==> src/irqc_params.svh <==
/*
 * Constants of the priority interrupt controller: widths, codes, reset address.
 * Assumes inclusion by bare name from the package and the design module.
 */
`ifndef IRQC_PARAMS_SVH
`define IRQC_PARAMS_SVH
// ****************************************
// Widths
// ****************************************
`define IRQC_NSRC 82
`define IRQC_VNW 7
`define IRQC_VBW 14
`define IRQC_AW 21
`define IRQC_FALW 16
`define IRQC_FAHW 5
`define IRQC_SYNC_N 3
// ****************************************
// Codes and reset values
// ****************************************
`define IRQC_PRI_OFF 2'h0
`define IRQC_FAST_LVL 2'h2
`define IRQC_TOP_LVL 2'h3
`define IRQC_LC_NONE 2'h0
`define IRQC_LC_L0 2'h1
`define IRQC_LC_L1 2'h2
`define IRQC_LC_L23 2'h3
`define IRQC_RST_ADDR 21'h0_0000
`define IRQC_SYNC_RST 3'h7
`endif

==> src/irqc_pkg.sv <==
/*
 * Types of the priority interrupt controller.
 * Assumes irqc_params.svh is on the include path.
 */
`default_nettype none
`include "irqc_params.svh"
package irqc_pkg;
    // ****************************************
    // Operating mode and fast channel
    // ****************************************
    typedef enum logic [1:0] {
        IRQC_RUN = 2'h1,
        IRQC_LOWPWR = 2'h2
    } irqc_mode_e;
    typedef struct packed {
        logic [`IRQC_VNW-1:0] match;
        logic [`IRQC_FAHW-1:0] addr_hi;
        logic [`IRQC_FALW-1:0] addr_lo;
    } irqc_fast_s;
    // ****************************************
    // Whole state of the controller
    // ****************************************
    typedef struct packed {
        irqc_mode_e mode;
        logic boot;
        logic pend;
        logic fast;
        logic [1:0] lvl_code;
        logic [`IRQC_VNW-1:0] vnum;
        logic [`IRQC_AW-1:0] addr;
        logic [`IRQC_NSRC-1:0] wake_en;
        logic [`IRQC_SYNC_N-1:0] sync_a;
        logic [`IRQC_SYNC_N-1:0] sync_b;
        logic [1:0] lvl_pin;
        logic [1:0] edge_pend;
    } irqc_state_s;
endpackage
`default_nettype wire

==> src/irqc_arbiter_unit.sv <==
/*
 * Priority interrupt controller: arbitration, vector forming, fast
 * channels, low-power wakeup and reset fetch address.
 * Assumes request inputs come from logic on clk_in, the two external pins
 * are asynchronous and active low, and all configuration but the FIXED_HI_MASK, EXT_A_SRC and EXT_B_SRC parameters arrives on ports.
 */
`timescale 1ns/1ps
`default_nettype none
`include "irqc_params.svh"
module irqc_arbiter_unit #(
    parameter logic [`IRQC_NSRC-1:0] FIXED_HI_MASK = '0,
    parameter logic [`IRQC_VNW-1:0] EXT_A_SRC = 7'h02,
    parameter logic [`IRQC_VNW-1:0] EXT_B_SRC = 7'h03
) (
    // Clock, reset, enable
    input wire logic clk_in,
    input wire logic rst_in,
    input wire logic ce_in,
    // Requests and their priority codes
    input wire logic [`IRQC_NSRC-1:0] irq_req_in,
    input wire logic [`IRQC_NSRC-1:0][1:0] priority_level_regs_in,
    // Vector base and fast channels
    input wire logic [`IRQC_VBW-1:0] vector_base_reg_in,
    input wire irqc_pkg::irqc_fast_s [1:0] fast_chan_in,
    // Core side
    input wire logic [1:0] core_status_mask_in,
    input wire logic fetch_done_in,
    // Low power and external pins
    input wire logic lowpwr_in,
    input wire logic stop_in,
    input wire logic can_wake_in,
    input wire logic ext_irq_pin_a_n_in,
    input wire logic ext_irq_pin_b_n_in,
    input wire logic [1:0] ext_edge_cfg_in,
    input wire logic [1:0] ext_clr_in,
    // Outputs to the core and the system integration unit
    output logic irq_pending_out,
    output logic fast_hit_out,
    output logic [`IRQC_VNW-1:0] vec_num_out,
    output logic [`IRQC_AW-1:0] vec_addr_out,
    output logic [1:0] current_level_code_out,
    output logic wake_out
);
    // ****************************************
    // Decode helpers
    // ****************************************
    // Priority code to level; fixed sources skip level 0
    function automatic logic [1:0] code_to_lvl(input logic [1:0] code, input logic hi);
        code_to_lvl = hi ? code : code - 2'h1;
    endfunction

    // Level of the winner to the two-bit code for the core
    function automatic logic [1:0] lvl_to_code(input logic found, input logic [1:0] lvl);
        if (!found) begin
            lvl_to_code = `IRQC_LC_NONE;
        end else if (lvl == 2'h0) begin
            lvl_to_code = `IRQC_LC_L0;
        end else if (lvl == 2'h1) begin
            lvl_to_code = `IRQC_LC_L1;
        end else begin
            lvl_to_code = `IRQC_LC_L23;
        end
    endfunction

    irqc_pkg::irqc_state_s st_q;
    irqc_pkg::irqc_state_s st_d;
    logic [`IRQC_NSRC-1:0] req_eff;
    logic [`IRQC_NSRC-1:0] enabled;
    logic [`IRQC_NSRC-1:0][1:0] lvl;
    logic sel_found;
    logic [1:0] sel_lvl;
    logic [`IRQC_VNW-1:0] sel_idx;
    logic [1:0] fast_match;
    logic [1:0] ext_act;

    // ****************************************
    // External pins: edge or level per mode
    // ****************************************
    // Asleep there is no clock to see an edge, so level wins
    assign ext_act[0] = (ext_edge_cfg_in[0] && st_q.mode == irqc_pkg::IRQC_RUN) ?
                        st_q.edge_pend[0] : !st_q.lvl_pin[0];
    assign ext_act[1] = (ext_edge_cfg_in[1] && st_q.mode == irqc_pkg::IRQC_RUN) ?
                        st_q.edge_pend[1] : !st_q.lvl_pin[1];

    // Per-source level and qualified request
    genvar gi;
    generate
        for (gi = 0; gi < `IRQC_NSRC; gi++) begin : g_src
            logic raw;
            assign raw = (gi == EXT_A_SRC) ? ext_act[0] :
                         (gi == EXT_B_SRC) ? ext_act[1] : irq_req_in[gi];
            assign enabled[gi] = priority_level_regs_in[gi] != `IRQC_PRI_OFF;
            assign lvl[gi] = code_to_lvl(priority_level_regs_in[gi], FIXED_HI_MASK[gi]);
            assign req_eff[gi] = raw && enabled[gi];
        end
    endgenerate

    // ****************************************
    // Arbitration
    // ****************************************
    // Highest permitted level first, then lowest source number
    always_comb begin
        sel_found = 1'b0;
        sel_lvl = 2'h0;
        sel_idx = '0;
        for (int l = 3; l >= 0; l--) begin
            if (!sel_found && 2'(l) >= core_status_mask_in) begin
                for (int i = `IRQC_NSRC - 1; i >= 0; i--) begin
                    if (req_eff[i] && lvl[i] == 2'(l)) begin
                        sel_found = 1'b1;
                        sel_lvl = 2'(l);
                        sel_idx = 7'(i);
                    end
                end
            end
        end
    end

    // Fast channel compare on the live winner, ahead of the core
    assign fast_match[0] = fast_chan_in[0].match == sel_idx;
    assign fast_match[1] = fast_chan_in[1].match == sel_idx;

    // ****************************************
    // Next state
    // ****************************************
    always_comb begin
        st_d = st_q;
        // Three-flop pin synchronisers; a change counts when flops 2 and 3 agree
        st_d.sync_a = {st_q.sync_a[1:0], ext_irq_pin_a_n_in};
        st_d.sync_b = {st_q.sync_b[1:0], ext_irq_pin_b_n_in};
        if (st_q.sync_a[1] == st_q.sync_a[2]) begin
            st_d.lvl_pin[0] = st_q.sync_a[2];
        end
        if (st_q.sync_b[1] == st_q.sync_b[2]) begin
            st_d.lvl_pin[1] = st_q.sync_b[2];
        end
        // Falling edge latch; a new edge beats a clear in the same cycle
        for (int p = 0; p < 2; p++) begin
            if (ext_clr_in[p]) begin
                st_d.edge_pend[p] = 1'b0;
            end
            if (st_q.lvl_pin[p] && !st_d.lvl_pin[p]) begin
                st_d.edge_pend[p] = 1'b1;
            end
        end
        // Mode; the wake set is frozen on entry to low power
        case (st_q.mode)
            irqc_pkg::IRQC_RUN: begin
                if (lowpwr_in) begin
                    st_d.mode = irqc_pkg::IRQC_LOWPWR;
                    st_d.wake_en = enabled;
                end
            end
            irqc_pkg::IRQC_LOWPWR: begin
                if (!lowpwr_in) begin
                    st_d.mode = irqc_pkg::IRQC_RUN;
                end
            end
            default: begin
                st_d.mode = irqc_pkg::IRQC_RUN;
            end
        endcase
        // Boot fetch address holds until the core has taken it
        if (fetch_done_in) begin
            st_d.boot = 1'b0;
        end
        if (st_q.boot) begin
            st_d.pend = 1'b0;
            st_d.fast = 1'b0;
            st_d.lvl_code = `IRQC_LC_NONE;
            st_d.vnum = '0;
            st_d.addr = `IRQC_RST_ADDR;
        end else begin
            st_d.pend = sel_found;
            st_d.lvl_code = lvl_to_code(sel_found, sel_lvl);
            st_d.vnum = sel_idx;
            st_d.fast = sel_found && sel_lvl == `IRQC_FAST_LVL && (|fast_match);
            if (st_d.fast && fast_match[0]) begin
                st_d.addr = {fast_chan_in[0].addr_hi, fast_chan_in[0].addr_lo};
            end else if (st_d.fast) begin
                st_d.addr = {fast_chan_in[1].addr_hi, fast_chan_in[1].addr_lo};
            end else begin
                st_d.addr = {vector_base_reg_in, sel_idx};
            end
        end
    end

    // State register; the enable freezes everything
    always_ff @(posedge clk_in or posedge rst_in) begin
        if (rst_in) begin
            st_q.mode <= irqc_pkg::IRQC_RUN;
            st_q.boot <= 1'b1;
            st_q.pend <= 1'b0;
            st_q.fast <= 1'b0;
            st_q.lvl_code <= `IRQC_LC_NONE;
            st_q.vnum <= '0;
            st_q.addr <= `IRQC_RST_ADDR;
            st_q.wake_en <= '0;
            st_q.sync_a <= `IRQC_SYNC_RST;
            st_q.sync_b <= `IRQC_SYNC_RST;
            st_q.lvl_pin <= 2'h3;
            st_q.edge_pend <= 2'h0;
        end else if (ce_in) begin
            st_q <= st_d;
        end
    end

    // ****************************************
    // Outputs
    // ****************************************
    assign irq_pending_out = st_q.pend;
    assign fast_hit_out = st_q.fast;
    assign vec_num_out = st_q.vnum;
    assign vec_addr_out = st_q.addr;
    assign current_level_code_out = st_q.lvl_code;
    // Wake is combinational because the clock is stopped; stop admits only
    // clock-free sources, the raw pins are read as plain low levels
    assign wake_out = (st_q.mode == irqc_pkg::IRQC_LOWPWR) &&
                      (stop_in ? (can_wake_in || !ext_irq_pin_a_n_in || !ext_irq_pin_b_n_in)
                               : |(req_eff & st_q.wake_en));
endmodule
`default_nettype wire

==> config.mk <==
export PLATFORM = sky130hd
export DESIGN_NAME = irqc_arbiter_unit
export DESIGN_NICKNAME = d
export VERILOG_FILES = /design/src/irqc_pkg.sv /design/src/irqc_arbiter_unit.sv
export VERILOG_INCLUDE_DIRS = /design/src
export SDC_FILE = /design/constraint.sdc
export NUM_CORES = 1
export LEC_CHECK = 0
export ABC_AREA = 1
export BUFFER_PORTS_ARGS = -buffer_cell sky130_fd_sc_hd__buf_2
export CORE_ASPECT_RATIO = 0.5
export CORE_UTILIZATION = 45
export DETAILED_ROUTE_END_ITERATION = 7
export MAX_ROUTING_LAYER = met4
export PLACE_DENSITY = 0.81
export SYNTH_ARGS = -nofsm -noshare
export SYNTH_HDL_FRONTEND = slang
export SYNTH_SLANG_ARGS = --single-unit
==> constraint.sdc <==
create_clock -name clk_in -period 8.9 [get_ports clk_in]
set_input_delay 0.89 -clock clk_in [delete_from_list [all_inputs] [get_ports clk_in]]
set_output_delay 0.89 -clock clk_in [all_outputs]
set_load 0.02 [all_outputs]
==> impl_metrics.ini, run 1 <==
[clocking]
cts_sinks = 127
cts_root_buf = clkbuf_16
insertion_delay_ns = 0.46
clk_pin_slew_ns = 0.07
numCtsBuffers = 17
clk_path_buf_depth = 2
htreeDepth = 4
cts_tree = built

[run_status]
violations = setup timing
status = complete, but fails checks

[grt]
grt_max_degree = 82
gr-total-overflow = 0
grt_pass1_vias = 15515
antenna_found_initial = 16
grt_usage_pct = 33.5
grt_pass1_wl_um = 72800

[place]
dp_slack_ns = -5.47
hpwl_um = 37000
place_inst = 3159
portBuffers = 361
place_area_mm2 = 0.0173
gp_congestion = 1.01

[drt]
detail-route-antenna-nets = 0
first_iter_violations = 1205
drtPass1Iterations = 6
via_per_inst = 5.08
wl_per_cell_um = 14.5
wl_um = 46700
drc = 0
vias = 16354

[pwr]
power_switching_mw = 1.17
pwr-share-comb_pct = 44.1
switching_share_pct = 40.9
finalPower_mw = 2.86
internal_power_mw = 1.69
clockPowerShare_pct = 25.0
leakagePower_nw = 10.6
ir_worst_vdd_mv = 0.149
powerDensity_mw_per_mm2 = 156
power_frac_seq_pct = 31.0

[logic_synthesis]
yosys_warnings = 0
synth_top_area_share_pct = 23.7
yosys.area.top_type = dfrtp_1
synth_area_leaders = dfrtp_1, nand2_1, inv_1, nand3_1, nor2_1
synth_common_cells = nand2_1, inv_1, nor2_1
synthDistinctLibCells = 53
synthArstFlopShare_pct = 100
ys_seq_area_share_pct = 25.9
syn-num-nets = 2430
postSynthCellCount = 2099
synth_edf_count = 0
ys.flop_type = dfrtp_1
avgSynthCellArea_um2 = 5.88
yosysMostFrequentCell = nand2_1
syn_area_mm2 = 0.0123
synth_seq_cells = 127

[final_layout]
fill_cells = 2280
fin_cells = 3220
area_growth_pct = 48.8
nets = 3169
multi_input_area_mm2 = 0.00768
finalInstanceArea_mm2 = 0.0184
seq_area_mm2 = 0.00319
post-route-util_pct = 68.8
drive_gt1_share_pct = 35.1

[floorplan]
die-area_mm2 = 0.0281
io_pins = 364
dieWidth_um = 236
core_mm2 = 0.0267
die_y_um = 119
rows = 42
start_util_pct = 46.2

[sta]
setup_viol = 24
clock_skew_ns = 0.00970
setup_slack_ns = -5.22
worstMarginPinSlew_ns = 1.13
finalCritPeriodShare_pct = 159
hold_ws_ns = 0.475
slew_headroom_pct = 22.7
finalHoldViolations = 0
rsz0062_at_grt = true
final.setup.tns_ns = -119.93
finalCriticalPeriod_ns = 14.12
final-max-slew-violation-count = 0
fmax_mhz = 70.8

[worst_setup_path]
cp_max_fo = 9
end_kind = flip-flop
crit_path_max_incr_delay_ns = 0.20
critPathRequiredTime_ns = 9.25
worstPathArrival_ns = 14.47
critPathKind = input pin to flip-flop
r2r_setup_slack_ns = -2.08
cp_common_cell = nand2_1
cp-start-kind = input pin
crit_slowest_cell = buf_8

[flow_run]
maxCapViolations = 0

[min_path]
hp-class = flip-flop to flip-flop
-- placed cells by master (no fill, tap or decap), types with 3 or more instances in the layout --
| cell | netlist | layout |
|---|---|---|
| o21bai_1 | 11 | 11 |
| nand2_1 | 737 | 732 |
| o31ai_1 | 7 | 6 |
| nor3_1 | 95 | 95 |
| o211ai_1 | 6 | 6 |
| a21oi_1 | 18 | 17 |
| diode_2 | 0 | 17 |
| o22ai_1 | 31 | 31 |
| inv_4 | 2 | 3 |
| inv_1 | 305 | 302 |
| o21ai_2 | 0 | 16 |
| inv_6 | 0 | 7 |
| buf_12 | 1 | 7 |
| dfstp_2 | 10 | 10 |
| buf_6 | 1 | 6 |
| inv_8 | 0 | 5 |
| nor2_2 | 1 | 3 |
| dfrtp_1 | 117 | 117 |
| or2_2 | 50 | 50 |
| nor2_1 | 181 | 179 |
| nand4_1 | 12 | 12 |
| nand2_2 | 6 | 6 |
| nor4_1 | 19 | 19 |
| a211oi_1 | 6 | 6 |
| buf_4 | 35 | 410 |
| inv_2 | 20 | 21 |
| clkinvlp_4 | 0 | 3 |
| nand3_4 | 12 | 13 |
| clkbuf_16 | 0 | 21 |
| o21ai_0 | 99 | 94 |
| a31oi_1 | 26 | 25 |
| o21ai_1 | 19 | 6 |
| a22o_1 | 4 | 4 |
| or2_1 | 13 | 13 |
| xor2_1 | 6 | 6 |
| buf_2 | 1 | 355 |
| nand3_1 | 160 | 151 |
| nand3_2 | 39 | 47 |
| nand2_4 | 1 | 4 |
| o221ai_1 | 3 | 3 |
-- worst max-delay path, delay by kind of cell --
kind / cells / cell delay [ns]
compound gates: 1 / 0.11
buf+inv: 3 / 0.37
simple gates: 250 / 13.04
-- cell type report --
| class | count | share of cell area [%] |
|---|---|---|
| flip-flops and latches | 127 | 17.4 |
| repair buffers | 784 | 28.3 |
| diodes | 17 | 0.232 |
| well taps | 352 | 2.40 |
| clock buffers | 17 | 2.32 |
| clock inverters | 15 | 0.763 |
| multi-input cells | 1578 | 41.8 |
| inverters | 330 | 6.82 |
-- what timing repair did --
| action | 4_1_cts | 5_1_grt |
|---|---|---|
| cloned | 0 | 4 |
| setup buffers | 6 | 2 |
| pin swaps | 41 | 27 |
| hold endpoints to repair | 0 | 0 |
| hold buffers | 0 | 0 |
| setup endpoints to repair | 24 | 24 |
| gates resized for setup | 26 | 37 |
-- state kept, by name (all words and copies together), names as in the netlist --
| register | cells |
|---|---|
| current_level_code_out | 2 |
| st_q | 91 |
| st_d | 4 |
| fast_hit_out | 1 |
| vec_num_out | 7 |
| irq_pending_out | 1 |
| vec_addr_out | 21 |
-- logic make-up (layout without fill, tap and decap cells) --
family,after synthesis,in the layout,synth area share [%]
XOR/XNOR,6,6,0.426
other,0,17,0
AND/OR/NAND/NOR,1333,1333,48.8
buffers and inverters,394,1146,13.6
flip-flops,127,127,25.9
AO/OA/AOI/OAI,239,239,11.3
-- power groups by stage --
stage                     logic (mW)  clock network [mW]  registers, mW
after global routing            1.41               0.738          0.903
after floorplan                0.734                   0          0.868
final                           1.26               0.714          0.885
after global placement          1.18                   0          0.880
after detailed placement        1.21                   0          0.887
after CTS                       1.23               0.714          0.881
-- worst paths after layout --
check	cells past startpoint	from	to
max	254	irq_req_in[81]	vec_addr_out[8]$_DFFE_PP0P_
min	2	vec_addr_out[9]$_DFFE_PP0P_	vec_addr_out[9]$_DFFE_PP0P_
max reg2reg	181	st_q[125]$_DFFE_PP1P_	vec_addr_out[1]$_DFFE_PP0P_
min reg2reg	2	vec_addr_out[9]$_DFFE_PP0P_	vec_addr_out[9]$_DFFE_PP0P_
max in group asynchronous	3	rst_in	st_q[64]$_DFFE_PP0P_
min in group asynchronous	2	rst_in	st_q[0]$_DFFE_PP0P_
-- routing by layer --
layer | share of wire (%) | global-route usage (%) | vias to the layer above | wire (um)
li1 | - | - | 8178 | -
met1 | 42 | 40.6 | 7375 | 19800
met3 | 7.2 | 5.75 | 153 | 3350
met4 | 4.0 | 14.7 | 0 | 1880
met2 | 46 | 55.1 | 648 | 21600
met5 | 0 | - | - | 0
(Power assumes the default switching activity.)
==> run 2: changes to the inputs <==
--- a/config.mk
+++ b/config.mk
@@ -13,6 +13,7 @@
 export DETAILED_ROUTE_END_ITERATION = 7
 export MAX_ROUTING_LAYER = met4
 export PLACE_DENSITY = 0.81
+export RECOVER_POWER = 25
 export SYNTH_ARGS = -nofsm -noshare
 export SYNTH_HDL_FRONTEND = slang
 export SYNTH_SLANG_ARGS = --single-unit
==> run 2 against run 1 <==
  * The run ends with capacitance limit, slew limit, setup timing left
  * Die area did not move
  * Register-to-register slack barely moved
  * Setup slack improved by 0.011 ns
  * Worst hold slack barely moved
  * Final area barely moved
  * Power barely moved
  * Non-clock buffer count did not move
  * Flip-flop and latch count did not move
  * Sequential share of layout area barely moved
  * Critical path depth did not move
  * Largest cell class unchanged
==> impl_metrics.ini, run 2 (synthesis gave the netlist of run 1 again) <==
[sta]
finalCriticalPeriod_ns = 14.11
worstMarginPinSlew_ns = 2.69
rsz0062_at_grt = true
final-max-slew-violation-count = 61
setup_viol = 24
fmax_mhz = 70.9
slew_headroom_pct = -80.7
clock_skew_ns = 0.00922
finalCritPeriodShare_pct = 159
setup_slack_ns = -5.21
finalHoldViolations = 0

[place]
dp_slack_ns = -5.47
place_inst = 3159
portBuffers = 361
place_area_mm2 = 0.0173
hpwl_um = 37000
gp_congestion = 1.01

[floorplan]
io_pins = 364
die-area_mm2 = 0.0281
start_util_pct = 46.2
core_mm2 = 0.0267
dieWidth_um = 236
rows = 42
die_y_um = 119

[drt]
wl_per_cell_um = 14.5
via_per_inst = 5.07
drc = 0
detail-route-antenna-nets = 0
wl_um = 46700
drtPass1Iterations = 6
first_iter_violations = 1195
vias = 16327

[run_status]
status = complete, but fails checks
violations = capacitance limit, slew limit, setup timing

[worst_setup_path]
cp_common_cell = nand2_1
end_kind = flip-flop
cp_num_buf_inv = 3
worstPathArrival_ns = 14.46
cp-start-kind = input pin
critPathKind = input pin to flip-flop
critPathRequiredTime_ns = 9.25
cp_max_fo = 9
crit_slowest_cell = buf_8
worst_path_dominant_cell_family = simple AND/OR/NAND/NOR gates
crit_path_max_incr_delay_ns = 0.20

[final_layout]
drive_gt1_share_pct = 35.0
nets = 3169
multi_input_area_mm2 = 0.00768
area_growth_pct = 48.8
final_common_cell = nand2_1
seq_area_mm2 = 0.00319
largest_reg_flops = 91
top_register = st_q
fin_cells = 3220
finalInstanceArea_mm2 = 0.0184
layout_common_cells = nand2_1, buf_4, buf_2
fill_cells = 2284

[grt]
gr-total-overflow = 0
grt_usage_pct = 33.5
antenna_found_initial = 16
grt_max_degree = 82
grt_pass1_vias = 15515
grt_pass1_wl_um = 72800

[clocking]
cts_tree = built
clk_pin_slew_ns = 0.07
clk_path_buf_depth = 2
insertion_delay_ns = 0.46
cts_sinks = 127
numCtsBuffers = 17
htreeDepth = 4
cts_root_buf = clkbuf_16

[pwr]
powerDensity_mw_per_mm2 = 156
leakagePower_nw = 10.6
ir_worst_vdd_mv = 0.149

[flow_run]
maxCapViolations = 1

[min_path]
hp-class = flip-flop to flip-flop
[run 2: per-layer routing]
layer  up-vias  GRT usage [%]  part of all wire [%]
met5         -              -                     0
met4         0           14.7                   4.0
met3       149           5.75                   6.9
met2       617           55.1                    46
met1      7387           40.6                    43
li1       8174              -                     -
[run 2: final timing paths]
| path | startpoint | end | slack [ns] | cells past startpoint |
|---|---|---|---|---|
| worst max-delay path | irq_req_in[81] | vec_addr_out[8]$_DFFE_PP0P_ | -5.21 | 254 |
| worst min-delay path | vec_addr_out[9]$_DFFE_PP0P_ | vec_addr_out[9]$_DFFE_PP0P_ | 0.48 | 2 |
| worst max register to register | st_q[125]$_DFFE_PP1P_ | vec_addr_out[1]$_DFFE_PP0P_ | -2.07 | 181 |
| worst min register to register | vec_addr_out[9]$_DFFE_PP0P_ | vec_addr_out[9]$_DFFE_PP0P_ | 0.48 | 2 |
| max in group asynchronous | rst_in | st_q[67]$_DFFE_PP0P_ | 5.84 | 3 |
| min in group asynchronous | rst_in | st_q[0]$_DFFE_PP0P_ | 1.17 | 2 |
[run 2: cell type report]
class / instances / share of cell area [%]
Multi-Input combinational cell: 1578 / 41.9
Timing Repair Buffer: 784 / 28.3
Sequential cell: 127 / 17.4
Inverter: 330 / 6.80
Tap cell: 352 / 2.40
Clock buffer: 17 / 2.32
Clock inverter: 15 / 0.763
Antenna cell: 17 / 0.232
[run 2: timing repair]
item,4_1_cts,5_1_grt
cloned,0,4
setup endpoints to repair,24,24
hold buffers,0,0
buffers inserted,6,2
pin swaps,41,27
gates resized for setup,26,37
[run 2: through the flow]
stage	TNS (ns)	hold slack (ns)	total power, mW	util (%)
CTS	-116.16	0.476	2.83	67.6
finish	-119.73	0.476	2.86	68.8
detailed placement	-125.38	0.459	2.10	64.9
global route	-172.24	0.485	3.05	68.8
floorplan	-75.10	0.442	1.60	-
global placement	-122.24	0.452	2.06	64.9
[run 2: worst register-to-register path: cells and delay by family (launching register included)]
kind                   cells  cell delay, ns
buffers and inverters      3            0.33
AND/OR/NAND/NOR          177            9.70
flip-flops                 1            0.55
AO/OA/AOI/OAI              1            0.29
[run 2: power breakdown]
part,switching [mW],internal (mW)
sequential,0.0831,0.802
clock,0.344,0.370
combinational,0.742,0.516
total,1.17,1.69
